### config.mk
export PLATFORM = sky130hd
export DESIGN_NAME = rsbi_bus_if
export DESIGN_NICKNAME = d
export VERILOG_FILES = /design/src/rtl/rsbi_pkg.sv /design/src/rtl/rsbi_bus_if.sv
export SDC_FILE = /design/constraint.sdc
export NUM_CORES = 1
export LEC_CHECK = 0
export BUFFER_PORTS_ARGS = -buffer_cell sky130_fd_sc_hd__buf_4
export CORE_ASPECT_RATIO = 1.4
export CORE_MARGIN = 2
export CORE_UTILIZATION = 40
export CTS_CLUSTER_SIZE = 25
export DETAILED_ROUTE_END_ITERATION = 10
export PLACE_DENSITY = 0.7
export SLEW_MARGIN = 5
export SYNTH_ARGS = -nofsm -noshare
export SYNTH_HDL_FRONTEND = slang
export SYNTH_SLANG_ARGS = --single-unit
### constraint.sdc
create_clock -name i_ref_clk -period 3.61 [get_ports i_ref_clk]
set_clock_uncertainty 0.1 [all_clocks]
set_input_delay 0.1805 -clock i_ref_clk [delete_from_list [all_inputs] [get_ports i_ref_clk]]
set_output_delay 0.1805 -clock i_ref_clk [all_outputs]
set_load 0.05 [all_outputs]
### src/rtl/rsbi_pkg.sv
// rsbi_pkg: constants, codes and carriers for the system bus interface.
// assumes every bus input is already synchronous to the phase clock a domain.
package rsbi_pkg;
	localparam int ADDR_W  = 32;
	localparam int DATA_W  = 32;
	localparam int ASI_W   = 8;
	localparam int IRL_W   = 4;
	localparam int TT_W    = 8;
	localparam int HOLD_N  = 4;

	localparam logic [ASI_W-1:0] ASI_USER_INSTR = 8'h08;
	localparam logic [ASI_W-1:0] ASI_SUPV_INSTR = 8'h09;
	localparam logic [ASI_W-1:0] ASI_USER_DATA  = 8'h0a;
	localparam logic [ASI_W-1:0] ASI_SUPV_DATA  = 8'h0b;

	localparam logic [1:0] SIZE_BYTE   = 2'h0;
	localparam logic [1:0] SIZE_HALF   = 2'h1;
	localparam logic [1:0] SIZE_WORD   = 2'h2;
	localparam logic [1:0] SIZE_DOUBLE = 2'h3;

	localparam logic [ADDR_W-1:0] RESET_VECTOR = 32'h0000_0000;
	localparam logic [ADDR_W-1:0] WORD_STEP    = 32'h0000_0004;
	// upper nibble of interrupt trap types
	localparam logic [3:0]        TT_IRQ_HI    = 4'h1;
	// written by the next reset trap after a faulting return-from-trap
	localparam logic [TT_W-1:0]   TT_RETT_ERR  = 8'h03;

	typedef enum logic [2:0] {
		XFER_FETCH,
		XFER_LOAD,
		XFER_STORE,
		XFER_ATOMIC,
		XFER_FPOP
	} rsbi_kind_e;

	typedef enum logic [2:0] {
		ST_RESET,
		ST_BOOT,
		ST_IDLE,
		ST_ADDR,
		ST_DATA
	} rsbi_state_e;

	typedef struct packed {
		rsbi_kind_e        kind;
		logic [1:0]        size;
		logic [ADDR_W-1:0] addr;
		logic [DATA_W-1:0] wdata;
	} rsbi_req_s;

	typedef struct packed {
		logic              err;
		logic [DATA_W-1:0] rdata;
	} rsbi_rsp_s;
endpackage
### src/rtl/rsbi_bus_if.sv
// rsbi_bus_if: system bus interface, reset trap entry and interrupt trap typing.
// assumes the core issues one request at a time and that bus inputs meet the
// setup window of i_ref_clk (phase clock a); tristate wires are resolved outside.
module rsbi_bus_if (
	input  wire logic                       i_ref_clk,              // phase clock a
	input  wire logic                       i_rst,                  // sync reset, high
	input  wire logic                       i_req_valid,            // core request valid
	input  wire rsbi_pkg::rsbi_req_s        i_req,                  // core request
	output logic                            o_req_ready,            // request taken
	output logic                            o_rsp_valid,            // beat finished
	output rsbi_pkg::rsbi_rsp_s             o_rsp,                  // read data / error
	input  wire logic                       i_irq_take,             // core takes interrupt
	input  wire logic                       i_rett_fault,           // rett with traps off, user
	input  wire logic                       i_psr_load,             // core writes s/et
	input  wire logic                       i_psr_s,                // new supervisor bit
	input  wire logic                       i_psr_et,               // new trap enable bit
	input  wire logic [rsbi_pkg::IRL_W-1:0] i_interrupt_level_bus,  // interrupt level
	output logic [rsbi_pkg::TT_W-1:0]       o_trap_type_field,      // trap type
	output logic                            o_supervisor,           // supervisor bit
	output logic                            o_trap_enable_bit,      // trap enable bit
	output logic                            o_reset_trap,           // reset trap pulse
	output logic [rsbi_pkg::ADDR_W-1:0]     o_addr,                 // address bus
	output logic                            o_addr_oe,              // address drive on
	output logic [rsbi_pkg::ASI_W-1:0]      o_space_identifier,     // space identifier
	output logic                            o_read,                 // read indicator
	output logic [1:0]                      o_size,                 // transfer width
	output logic                            o_atomic_flag,          // atomic op
	output logic                            o_bus_lock,             // bus lock
	output logic                            o_alt_oe,               // alt group drive on
	output logic [rsbi_pkg::DATA_W-1:0]     o_data,                 // data bus out
	output logic                            o_data_oe,              // data drive on
	input  wire logic [rsbi_pkg::DATA_W-1:0] i_data,                // data bus in
	output logic                            o_addr_latch_hold,      // stop address latch
	output logic                            o_write_strobe_n,       // write strobe, low
	output logic                            o_data_transfer_flag,   // data op start
	input  wire logic                       i_null_cycle,           // null cycle
	input  wire logic                       i_mem_data_strobe_n,    // data valid, low
	input  wire logic                       i_addr_drive_enable_n,  // address enable, low
	input  wire logic                       i_alt_drive_enable_n,   // alt enable, low
	input  wire logic                       i_data_drive_enable_n,  // data enable, low
	input  wire logic [rsbi_pkg::HOLD_N-1:0] i_memory_wait_hold,    // memory holds
	input  wire logic                       i_bus_grant_hold_n,     // bus hold, low
	input  wire logic                       i_coprocessor_hold,     // coprocessor hold
	input  wire logic                       i_coprocessor_error,    // coprocessor error
	input  wire logic                       i_memory_error_n        // memory error, low
);
	rsbi_pkg::rsbi_state_e state_r, state_nxt;
	rsbi_pkg::rsbi_req_s   cur_r;
	logic                  beat_r;
	logic                  mem_err_r;
	logic                  s_r, et_r, rett_fault_r;
	logic [rsbi_pkg::TT_W-1:0]   tt_r;
	logic [rsbi_pkg::DATA_W-1:0] data_cap_r;
	logic we_r, data_transfer_flag_r, lock_r, rd_r, rsp_valid_r;
	rsbi_pkg::rsbi_rsp_s   rsp_r;
	logic memory_wait_hold_any, freeze, store_beat, two_beat, last_beat, beat_done, bus_err, busy_nxt;

	function automatic logic [rsbi_pkg::ASI_W-1:0] asi_of(rsbi_pkg::rsbi_kind_e k, logic s);
		if (k == rsbi_pkg::XFER_FETCH)
			return s ? rsbi_pkg::ASI_SUPV_INSTR : rsbi_pkg::ASI_USER_INSTR;
		return s ? rsbi_pkg::ASI_SUPV_DATA : rsbi_pkg::ASI_USER_DATA;
	endfunction

	// inputs taken straight; they share phase clock a
	assign memory_wait_hold_any  = |i_memory_wait_hold;
	assign freeze     = memory_wait_hold_any | ~i_bus_grant_hold_n;
	assign store_beat = (cur_r.kind == rsbi_pkg::XFER_STORE) ||
	                    (cur_r.kind == rsbi_pkg::XFER_ATOMIC && beat_r);
	assign two_beat   = (cur_r.kind == rsbi_pkg::XFER_ATOMIC) ||
	                    (cur_r.size == rsbi_pkg::SIZE_DOUBLE);
	assign last_beat  = !two_beat || beat_r;
	// store beat waits out a coprocessor hold, and ends only once its
	// strobe has stood a cycle; a hold dropped at the closing edge would
	// otherwise finish the beat with no strobe at all
	assign beat_done  = !freeze && !(store_beat && (i_coprocessor_hold || !we_r));
	// error registered, acted on a cycle after assertion
	assign bus_err    = mem_err_r && state_r == rsbi_pkg::ST_DATA;

	always_comb begin
		state_nxt = state_r;
		case (state_r)
			// leaving reset mode runs the reset trap
			rsbi_pkg::ST_RESET: state_nxt = rsbi_pkg::ST_BOOT;
			rsbi_pkg::ST_BOOT:  state_nxt = rsbi_pkg::ST_ADDR;
			rsbi_pkg::ST_IDLE: begin
				if (i_req_valid && !freeze)
					state_nxt = rsbi_pkg::ST_ADDR;
			end
			rsbi_pkg::ST_ADDR: begin
				if (!freeze)
					state_nxt = rsbi_pkg::ST_DATA;
			end
			rsbi_pkg::ST_DATA: begin
				if (bus_err)
					state_nxt = rsbi_pkg::ST_IDLE;
				else if (beat_done)
					state_nxt = last_beat ? rsbi_pkg::ST_IDLE : rsbi_pkg::ST_ADDR;
			end
			default: state_nxt = rsbi_pkg::ST_RESET;
		endcase
	end
	assign busy_nxt = state_nxt == rsbi_pkg::ST_ADDR || state_nxt == rsbi_pkg::ST_DATA;

	// reset mode held while reset is high
	always_ff @(posedge i_ref_clk) begin
		if (i_rst)
			state_r <= rsbi_pkg::ST_RESET;
		else
			state_r <= state_nxt;
	end

	// request capture and beat sequencing
	always_ff @(posedge i_ref_clk) begin
		if (i_rst) begin
			beat_r <= 1'b0;
		end else if (state_r == rsbi_pkg::ST_BOOT) begin
			// first fetch from zero, trap base unused
			cur_r.kind  <= rsbi_pkg::XFER_FETCH;
			cur_r.size  <= rsbi_pkg::SIZE_WORD;
			cur_r.addr  <= rsbi_pkg::RESET_VECTOR;
			cur_r.wdata <= '0;
			beat_r      <= 1'b0;
		end else if (state_r == rsbi_pkg::ST_IDLE && state_nxt == rsbi_pkg::ST_ADDR) begin
			cur_r  <= i_req;
			beat_r <= 1'b0;
		end else if (state_r == rsbi_pkg::ST_DATA && state_nxt == rsbi_pkg::ST_ADDR) begin
			beat_r <= 1'b1;
			// atomic store phase reuses the address; doubles step a word
			if (cur_r.kind != rsbi_pkg::XFER_ATOMIC)
				cur_r.addr <= cur_r.addr + rsbi_pkg::WORD_STEP;
		end
	end

	// trap state: tt has no reset, it survives reset mode on purpose
	always_ff @(posedge i_ref_clk) begin
		if (i_rst) begin
			s_r  <= 1'b1;
			et_r <= 1'b0;
		end else if (state_r == rsbi_pkg::ST_BOOT) begin
			// reset trap: supervisor on, traps off
			s_r  <= 1'b1;
			et_r <= 1'b0;
		end else if (i_irq_take && et_r) begin
			s_r  <= 1'b1;
			et_r <= 1'b0;
		end else if (i_psr_load) begin
			s_r  <= i_psr_s;
			et_r <= i_psr_et;
		end
	end

	always_ff @(posedge i_ref_clk) begin
		if (state_r == rsbi_pkg::ST_BOOT) begin
			// tt kept unless a faulting return preceded
			if (rett_fault_r)
				tt_r <= rsbi_pkg::TT_RETT_ERR;
		end else if (i_irq_take && et_r && state_r != rsbi_pkg::ST_RESET) begin
			tt_r <= {rsbi_pkg::TT_IRQ_HI, i_interrupt_level_bus};
		end
	end

	// fault flag: a new fault wins over the clear at the boot step
	always_ff @(posedge i_ref_clk) begin
		if (i_rett_fault)
			rett_fault_r <= 1'b1;
		else if (i_rst)
			rett_fault_r <= rett_fault_r;
		else if (state_r == rsbi_pkg::ST_BOOT)
			rett_fault_r <= 1'b0;
	end

	always_ff @(posedge i_ref_clk) begin
		if (i_rst)
			mem_err_r <= 1'b0;
		else
			mem_err_r <= ~i_memory_error_n;
	end

	// strobed data caught during a memory hold
	always_ff @(posedge i_ref_clk) begin
		if (state_r == rsbi_pkg::ST_DATA && (!i_mem_data_strobe_n || !memory_wait_hold_any))
			data_cap_r <= i_data;
	end

	always_ff @(posedge i_ref_clk) begin
		if (i_rst) begin
			rsp_valid_r <= 1'b0;
			rsp_r       <= '0;
		end else begin
			rsp_valid_r <= state_r == rsbi_pkg::ST_DATA && (bus_err || beat_done);
			rsp_r.err   <= bus_err;
			rsp_r.rdata <= memory_wait_hold_any ? data_cap_r : i_data;
		end
	end

	// bus control pins, registered so they move only on phase clock a
	always_ff @(posedge i_ref_clk) begin
		if (i_rst) begin
			we_r     <= 1'b0;
			data_transfer_flag_r <= 1'b0;
			lock_r   <= 1'b0;
			rd_r     <= 1'b0;
		end else if (state_r == rsbi_pkg::ST_BOOT) begin
			// boot fetch: cur_r is loaded on this edge, so its kind is not usable yet
			we_r     <= 1'b0;
			data_transfer_flag_r <= 1'b0;
			lock_r   <= 1'b0;
			rd_r     <= 1'b1;
		end else begin
			// strobe withheld by hold, cut by either error
			we_r     <= state_nxt == rsbi_pkg::ST_DATA && store_beat && !i_coprocessor_hold &&
			            !i_coprocessor_error && !mem_err_r;
			// one pulse at the start of a data op, none for fetch or fpop
			data_transfer_flag_r <= state_r == rsbi_pkg::ST_IDLE && state_nxt == rsbi_pkg::ST_ADDR &&
			            i_req.kind != rsbi_pkg::XFER_FETCH &&
			            i_req.kind != rsbi_pkg::XFER_FPOP && !i_null_cycle;
			lock_r   <= busy_nxt && (state_r == rsbi_pkg::ST_IDLE ?
			            (i_req.kind == rsbi_pkg::XFER_STORE ||
			             i_req.kind == rsbi_pkg::XFER_ATOMIC ||
			             i_req.size == rsbi_pkg::SIZE_DOUBLE) :
			            (cur_r.kind == rsbi_pkg::XFER_STORE || two_beat));
			// read high for loads, low through stores and atomics
			rd_r     <= busy_nxt && (state_r == rsbi_pkg::ST_IDLE ?
			            (i_req.kind != rsbi_pkg::XFER_STORE &&
			             i_req.kind != rsbi_pkg::XFER_ATOMIC) :
			            (cur_r.kind != rsbi_pkg::XFER_STORE &&
			             cur_r.kind != rsbi_pkg::XFER_ATOMIC));
		end
	end

	assign o_addr_oe            = ~i_addr_drive_enable_n;
	// alt group drivers follow their enable
	assign o_alt_oe             = ~i_alt_drive_enable_n;
	// data drivers only for store beats with enable low
	assign o_data_oe            = ~i_data_drive_enable_n && store_beat &&
	                              (state_r == rsbi_pkg::ST_ADDR || state_r == rsbi_pkg::ST_DATA);
	// unlatched address; only the start of a bus cycle is meaningful
	assign o_addr               = cur_r.addr;
	assign o_data               = cur_r.wdata;
	assign o_space_identifier   = asi_of(cur_r.kind, s_r);
	// width code straight from the request
	assign o_size               = cur_r.size;
	assign o_atomic_flag        = lock_r && cur_r.kind == rsbi_pkg::XFER_ATOMIC;
	assign o_bus_lock           = lock_r;
	assign o_read               = rd_r;
	assign o_write_strobe_n     = ~we_r;
	assign o_data_transfer_flag = data_transfer_flag_r & ~i_null_cycle;
	// hold latch on memory hold, bus hold and first beat of two
	assign o_addr_latch_hold    = memory_wait_hold_any | ~i_bus_grant_hold_n |
	                              (state_r == rsbi_pkg::ST_DATA && !last_beat);
	assign o_req_ready          = state_r == rsbi_pkg::ST_IDLE && !freeze;
	assign o_rsp_valid          = rsp_valid_r;
	assign o_rsp                = rsp_r;
	assign o_trap_type_field    = tt_r;
	assign o_supervisor         = s_r;
	assign o_trap_enable_bit    = et_r;
	assign o_reset_trap         = state_r == rsbi_pkg::ST_BOOT;
endmodule

==> results of run 1 <==
==> power breakdown <==
group          total [mW]  internal [mW]  switching (mW)  leakage [nW]
logic               0.704          0.285           0.419          2.35
clock network        1.71           1.01           0.704         0.277
registers            1.98           1.95          0.0381          1.36
total                4.40           3.24            1.16          3.99
==> metrics by stage <==
step                      std cells  area (um^2)  hold slack (ns)
after floorplan                 636         6850            0.147
after global placement          987         8370            0.234
after detailed placement        987         8370            0.233
after CTS                      1104         9780          0.00833
after global routing           1104         9780          0.00530
final                          1104         9780           0.0246
==> how the worst max path moves through the flow <==
stage | startpoint | slack (ns) | end
floorplan | state_r[0] | 0.28 | o_addr[0]
finish | state_r[2] | 0.70 | data_transfer_flag_r
global route | state_r[2] | 0.42 | data_transfer_flag_r
global placement | i_memory_wait_hold[1] | 0.92 | o_addr[21]
detailed placement | i_memory_wait_hold[1] | 0.90 | o_addr[21]
CTS | state_r[2] | 0.72 | data_transfer_flag_r
==> state kept, by name (all words and copies together), names as in the netlist, 2 cells and up <==
name,count
cur_r,3
o_rsp,33
o_data,32
o_addr,32
o_size,2
data_cap_r,32
o_trap_type_field,5
state_r,3
==> critical path: cells and delay by family (launching register included) <==
kind                   cells  cell delay (ns)
buffers and inverters      3             1.10
flip-flops                 1             0.44
AND/OR/NAND/NOR            4             1.19
==> layout make-up <==
class	count	area, um^2	area share [%]
Inverter	13	48.8	0.499
Clock buffer	22	475	4.86
Clock inverter	10	90.1	0.921
Sequential cell	152	4100	42.0
Timing Repair Buffer	339	2760	28.2
Multi-Input combinational cell	365	2050	21.0
Tap cell	203	254	2.60
==> kinds of logic after synthesis <==
| logic type | synth area share, % |
|---|---|
| flip-flops | 60.2 |
| multiplexers | 0.294 |
| adder cells (fa/ha/maj) | 0.184 |
| AND/OR/NAND/NOR | 16.0 |
| XOR/XNOR | 3.60 |
| AO/OA/AOI/OAI | 8.78 |
| other | 0.110 |
| buffers and inverters | 10.8 |
==> per-layer routing <==
layer  vias up  part of all wire (%)
met5         -                     0
met4         0                   3.2
met3        42                   6.8
met2       215                    52
met1      2502                    38
li1       2603                     -
==> cell usage after synthesis, drive strengths merged, types with 4 or more instances <==
master,number
a211oi,18
a21oi,56
and2,40
and3,5
buf,78
clkbuf,28
dfxtp,46
edfxtp,106
inv,13
nand2,90
nand2b,6
nand3,13
nand4,4
nor2,32
nor3,13
nor4,4
o21ai,21
xnor2,21
xor2,7
==> impl_metrics.csv, run 1 <==
group,metric,value,unit
run_status,outcome,"completed",
pwr,power.total,4.40,mW
synth,synth_enable_flop_cells,106,
die,coreArea,16700,um^2
route,postRouteAntennaNets,0,
global_routing,initial_antenna_violation_count,0,
flow_run,drv_cap,0,
clocking,clockRootBuffer,"clkbuf_16",
route,post_detailed_route_via_to_cell_ratio,4.86,
global_routing,met3_usage,6.01,%
hold_path,timing.hold.worst.class,"in2reg",
placed_design,finalWeightedCongestion,0.799,
route,detailedRoute.firstPassIterationCount,5,
clocking,clock_latency,0.42,ns
placed_design,dp_hpwl,12000,um
clocking,post-cts-setup-buffer-count,0,
placed_design,pre_cts_ws,0.896,ns
route,route.detailed.wl_per_inst,16.2,um
critical_path,timing.critical_path.fanout_max,38,
die,io_pins,255,
critical_path,critical_path.most_common_cell,"nor2_1",
pwr,max-vdd-ir-drop,0.300,mV
cells_and_area,layout.nets,1015,
global_routing,globalRouteMet1Util,21.6,%
synth,synthFlopType,"edfxtp_1",
clocking,clock_pin_transition_on_the_worst_setup_and_hold_timing_paths,0.06,ns
critical_path,crit_path_cell_trace,"nor2_1 > nand2_2 > buf_4 > inv_1 > nor2_1 > nor4b_1 > dlygate4sd3_1",
hold_path,min_delay_worst_endpoint,"o_addr[17]",
route,post-route-drc-count,0,
cells_and_area,drive_above_1_share,32.5,%
pwr,leakage,3.99,nW
pwr,power-per-cell-area,450,nW/um^2
die,die_area,18100,um^2
placed_design,number_of_buffers_added_on_ports,245,
route,drt_wl_total,17900,um
timing,maximum_clock_frequency,0.343,GHz
timing,final_min_period_over_clock_period,80.7,%
timing,final_setup_violation_count,0,
critical_path,regToRegEndpoint,"data_transfer_flag_r",
cells_and_area,final_core_utilization,58.4,%
global_routing,gr-max-usage-layer,"met2",
die,fp.dieH,158,um
cells_and_area,areaGrowthSynthToFinish,43.5,%
cells_and_area,most_frequent_standard_cell_in_the_layout_excluding_fill_and_tap_cells,"buf_4",
timing,period_minus_slack,2.91,ns
synth,synth-warning-count,0,
timing,slew_viol_final,0,
critical_path,reg2reg_setup_slack,0.70,ns
clocking,cts_hold_buffers,85,
synth,synth_top_cells_by_area,"edfxtp_1 (47%), dfxtp_1 (14%), buf_4 (8.4%), nand2_1 (5.0%), a21oi_1 (4.0%)",
critical_path,critical_path_required,3.86,ns
synth,post_synth.cell_area_avg,10.8,um^2
global_routing,globalRouteOverflowTotal,0,
cells_and_area,antenna_cells_inserted,0,
hold_path,hold_depth,3,
cells_and_area,commonest_non_fill_non_tap_cells_in_the_layout,"buf_4 (254), edfxtp_1 (106), nand2_1 (89), dlygate4sd3_1 (85), a21oi_1 (53)",
synth,synthCells,629,
critical_path,timing.critical_path.from_type,"flip-flop",
critical_path,signal_arrival_time_at_the_worst_endpoint,3.17,ns
global_routing,grt_start_max_net_pins,45,
critical_path,timing.critical_path.slowest_stage_cell,"dlygate4sd3_1",
global_routing,grt.met2_usage,34.5,%
route,via_count,5362,
die,die_width,114,um
clocking,cts_made_buffers,17,
clocking,cts.sink_count,152,
timing,timing.setup.tns,0,ns
critical_path,worst_setup_path_end_kind,"flip-flop",
global_routing,gr-usage-all-layers,19.6,%
timing,grt_setup_unrepaired,"no",
synth,netlist.top_cell.by_area,"edfxtp_1",
critical_path,regToRegStartpoint,"state_r[2]",
die,floorplan.rows,56,
hold_path,worstHoldStart,"i_req[49]",
clocking,tritoncts_clock_tree,"yes",
synth,synth.ff_latch_count,152,
synth,synth.top_cell.area_share,46.7,%
timing,worst_slew_pin_slew,0.781,ns
synth,async_reset_ff_share,0,%
synth,synth_cell_types,45,
global_routing,vias_in_the_first_global_route,5458,
critical_path,slowest_stage_delay_cp,0.58,ns
clocking,cts_htree_levels,4,
die,floorplan.initialDensity,40.7,%
route,dr.first_iter.drc_count,329,
critical_path,setup.worst_path.class,"reg2reg",
critical_path,timing.reg2reg.worst_path_depth,7,
clocking,cts.repair.resized,0,
clocking,maximum_buffer_depth_of_the_clock_tree,2,
global_routing,grt_first_pass_wirelength,27200,um
synth,syn_area,6820,um^2
timing,timing.slew.headroom,47.4,%
synth,synth_seq_area_share,60.2,%
timing,timing.final.hold_violations,0,
cells_and_area,n_fill_cell,1420,
timing,layout_setup_ws,0.696,ns
No activity file was read; power rests on OpenSTA's default activity.
==> run 2, diff against run 1 <==
Settings changed: PLACE_DENSITY 0.7 to 0.67.
Clock period 3.61 ns to 2.72 ns, I/O delays scaled along.
==> impl_metrics.csv, run 2 (synthesized netlist as in run 1, its figures left out) <==
group,metric,value,unit
run_status,outcome,"completed",
route,route.detailed.wl_per_inst,16.2,um
global_routing,gr-usage-all-layers,20.2,%
global_routing,grt_start_max_net_pins,45,
critical_path,crit_path_cell_trace,"nor2_1 > nand2_2 > inv_1 > buf_4 > nor2_2 > nand2_1 > nor2_1 > dlygate4sd3_1",
die,die_width,114,um
route,dr.first_iter.drc_count,409,
die,floorplan.initialDensity,40.7,%
critical_path,reg2reg_setup_slack,0.28,ns
route,detailedRoute.firstPassIterationCount,5,
clocking,cts.sink_count,152,
pwr,leakage,4.09,nW
route,post-route-drc-count,0,
critical_path,setup.worst_path.class,"reg2reg",
timing,fin_hold_ws,0.0315,ns
critical_path,crit_family,"simple AND/OR/NAND/NOR gates",
pwr,power-per-cell-area,597,nW/um^2
critical_path,critical_path.most_common_cell,"nor2_1",
placed_design,number_of_buffers_added_on_ports,245,
cells_and_area,areaGrowthSynthToFinish,47.1,%
timing,worst_slew_pin_slew,0.551,ns
cells_and_area,final_cells,1126,
clocking,tritoncts_clock_tree,"yes",
critical_path,timing.critical_path.fanout_max,21,
die,die_area,18100,um^2
critical_path,signal_arrival_time_at_the_worst_endpoint,2.70,ns
timing,grt_setup_unrepaired,"no",
die,fp.dieH,158,um
critical_path,timing.critical_path.from_type,"flip-flop",
die,floorplan.rows,56,
critical_path,worst_setup_path_end_kind,"flip-flop",
cells_and_area,largest_register_ff_count,33,
cells_and_area,n_fill_cell,1374,
timing,final_min_period_over_clock_period,89.8,%
clocking,clock_latency,0.41,ns
route,drt_wl_total,18300,um
pwr,max-vdd-ir-drop,0.486,mV
placed_design,dp_hpwl,11700,um
cells_and_area,drive_above_1_share,32.6,%
global_routing,vias_in_the_first_global_route,5594,
critical_path,timing.critical_path.slowest_stage_cell,"dlygate4sd3_1",
clocking,cts_made_buffers,17,
clocking,clock_pin_transition_on_the_worst_setup_and_hold_timing_paths,0.06,ns
cells_and_area,multi_input_comb_area,2060,um^2
route,post_detailed_route_via_to_cell_ratio,4.85,
hold_path,timing.hold.worst.class,"in2reg",
cells_and_area,layout.nets,1036,
die,io_pins,255,
clocking,clockRootBuffer,"clkbuf_16",
timing,period_minus_slack,2.44,ns
route,postRouteAntennaNets,0,
route,via_count,5459,
cells_and_area,most_frequent_standard_cell_in_the_layout_excluding_fill_and_tap_cells,"buf_4",
placed_design,placedCellCount,991,
timing,maximum_clock_frequency,0.409,GHz
die,coreArea,16700,um^2
placed_design,finalWeightedCongestion,0.802,
cells_and_area,commonest_non_fill_non_tap_cells_in_the_layout,"buf_4 (257), edfxtp_1 (106), dlygate4sd3_1 (102), nand2_1 (89), a21oi_1 (53)",
clocking,post-cts-setup-buffer-count,0,
critical_path,slowest_stage_delay_cp,0.54,ns
timing,slew_viol_final,0,
cells_and_area,seqCellArea,4100,um^2
global_routing,initial_antenna_violation_count,1,
clocking,maximum_buffer_depth_of_the_clock_tree,2,
timing,final_setup_violation_count,0,
global_routing,grt_first_pass_wirelength,28300,um
timing,timing.final.hold_violations,0,
clocking,cts_htree_levels,4,
timing,timing.slew.headroom,63.3,%
global_routing,globalRouteOverflowTotal,0,
flow_run,drv_cap,0,
critical_path,worst-path-buf-inv,3,
critical_path,critical_path_required,2.98,ns
[run 2: worst paths after layout]
path / startpoint / end / depth (start not counted)
max reg2reg: state_r[2] / o_trap_enable_bit / 8
min reg2reg: rett_fault_r / rett_fault_r / 2
min: i_req[37] / o_addr[5] / 3
max: state_r[2] / o_trap_enable_bit / 8
[run 2: area by class of cell]
type	instances	share of cell area, %
flip-flops and latches	152	40.9
repair buffers	360	29.6
multi-input cells	365	20.5
clock buffers	18	4.28
well taps	203	2.53
clock inverters	14	1.60
inverters	13	0.487
diodes	1	0.0250
[run 2: repair_timing]
action                                  4_1_cts  5_1_grt
hold endpoints to repair                    129        0
hold buffers                                102        0
resized for setup                             0        1
endpoints found under the setup margin        0        2
[run 2: report_power, final]
part	leakage (nW)	switching, mW	internal, mW
clock network	0.287	1.01	1.38
registers	1.36	0.0514	2.58
logic	2.44	0.562	0.400
total	4.09	1.62	4.36
[run 2: worst reg2reg max path, delay by kind of cell, from the launching register on]
kind	cells	cell delay (ns)
buf+inv	3	0.85
flops	1	0.44
simple gates	5	0.99
[run 2: layer usage]
metal / global-route usage, % / part of all wire (%)
met5: 0 / 0
met4: 6.21 / 1.5
met3: 6.40 / 7.7
met2: 36.2 / 52
met1: 22.8 / 39
[run 2: stage by stage]
step / util (%) / worst slack [ns] / setup TNS, ns / area [um^2] / total power [mW]
finish: 59.9 / 0.278 / 0 / 10000 / 5.98
global route: 59.9 / 0.0453 / 0 / 10000 / 6.20
detailed placement: 50.2 / 0.260 / 0 / 8410 / 3.52
CTS: 59.8 / 0.163 / 0 / 10000 / 6.03
floorplan: - / -0.0165 / -0.529 / 6870 / 3.24
global placement: 50.2 / 0.286 / 0 / 8410 / 3.51
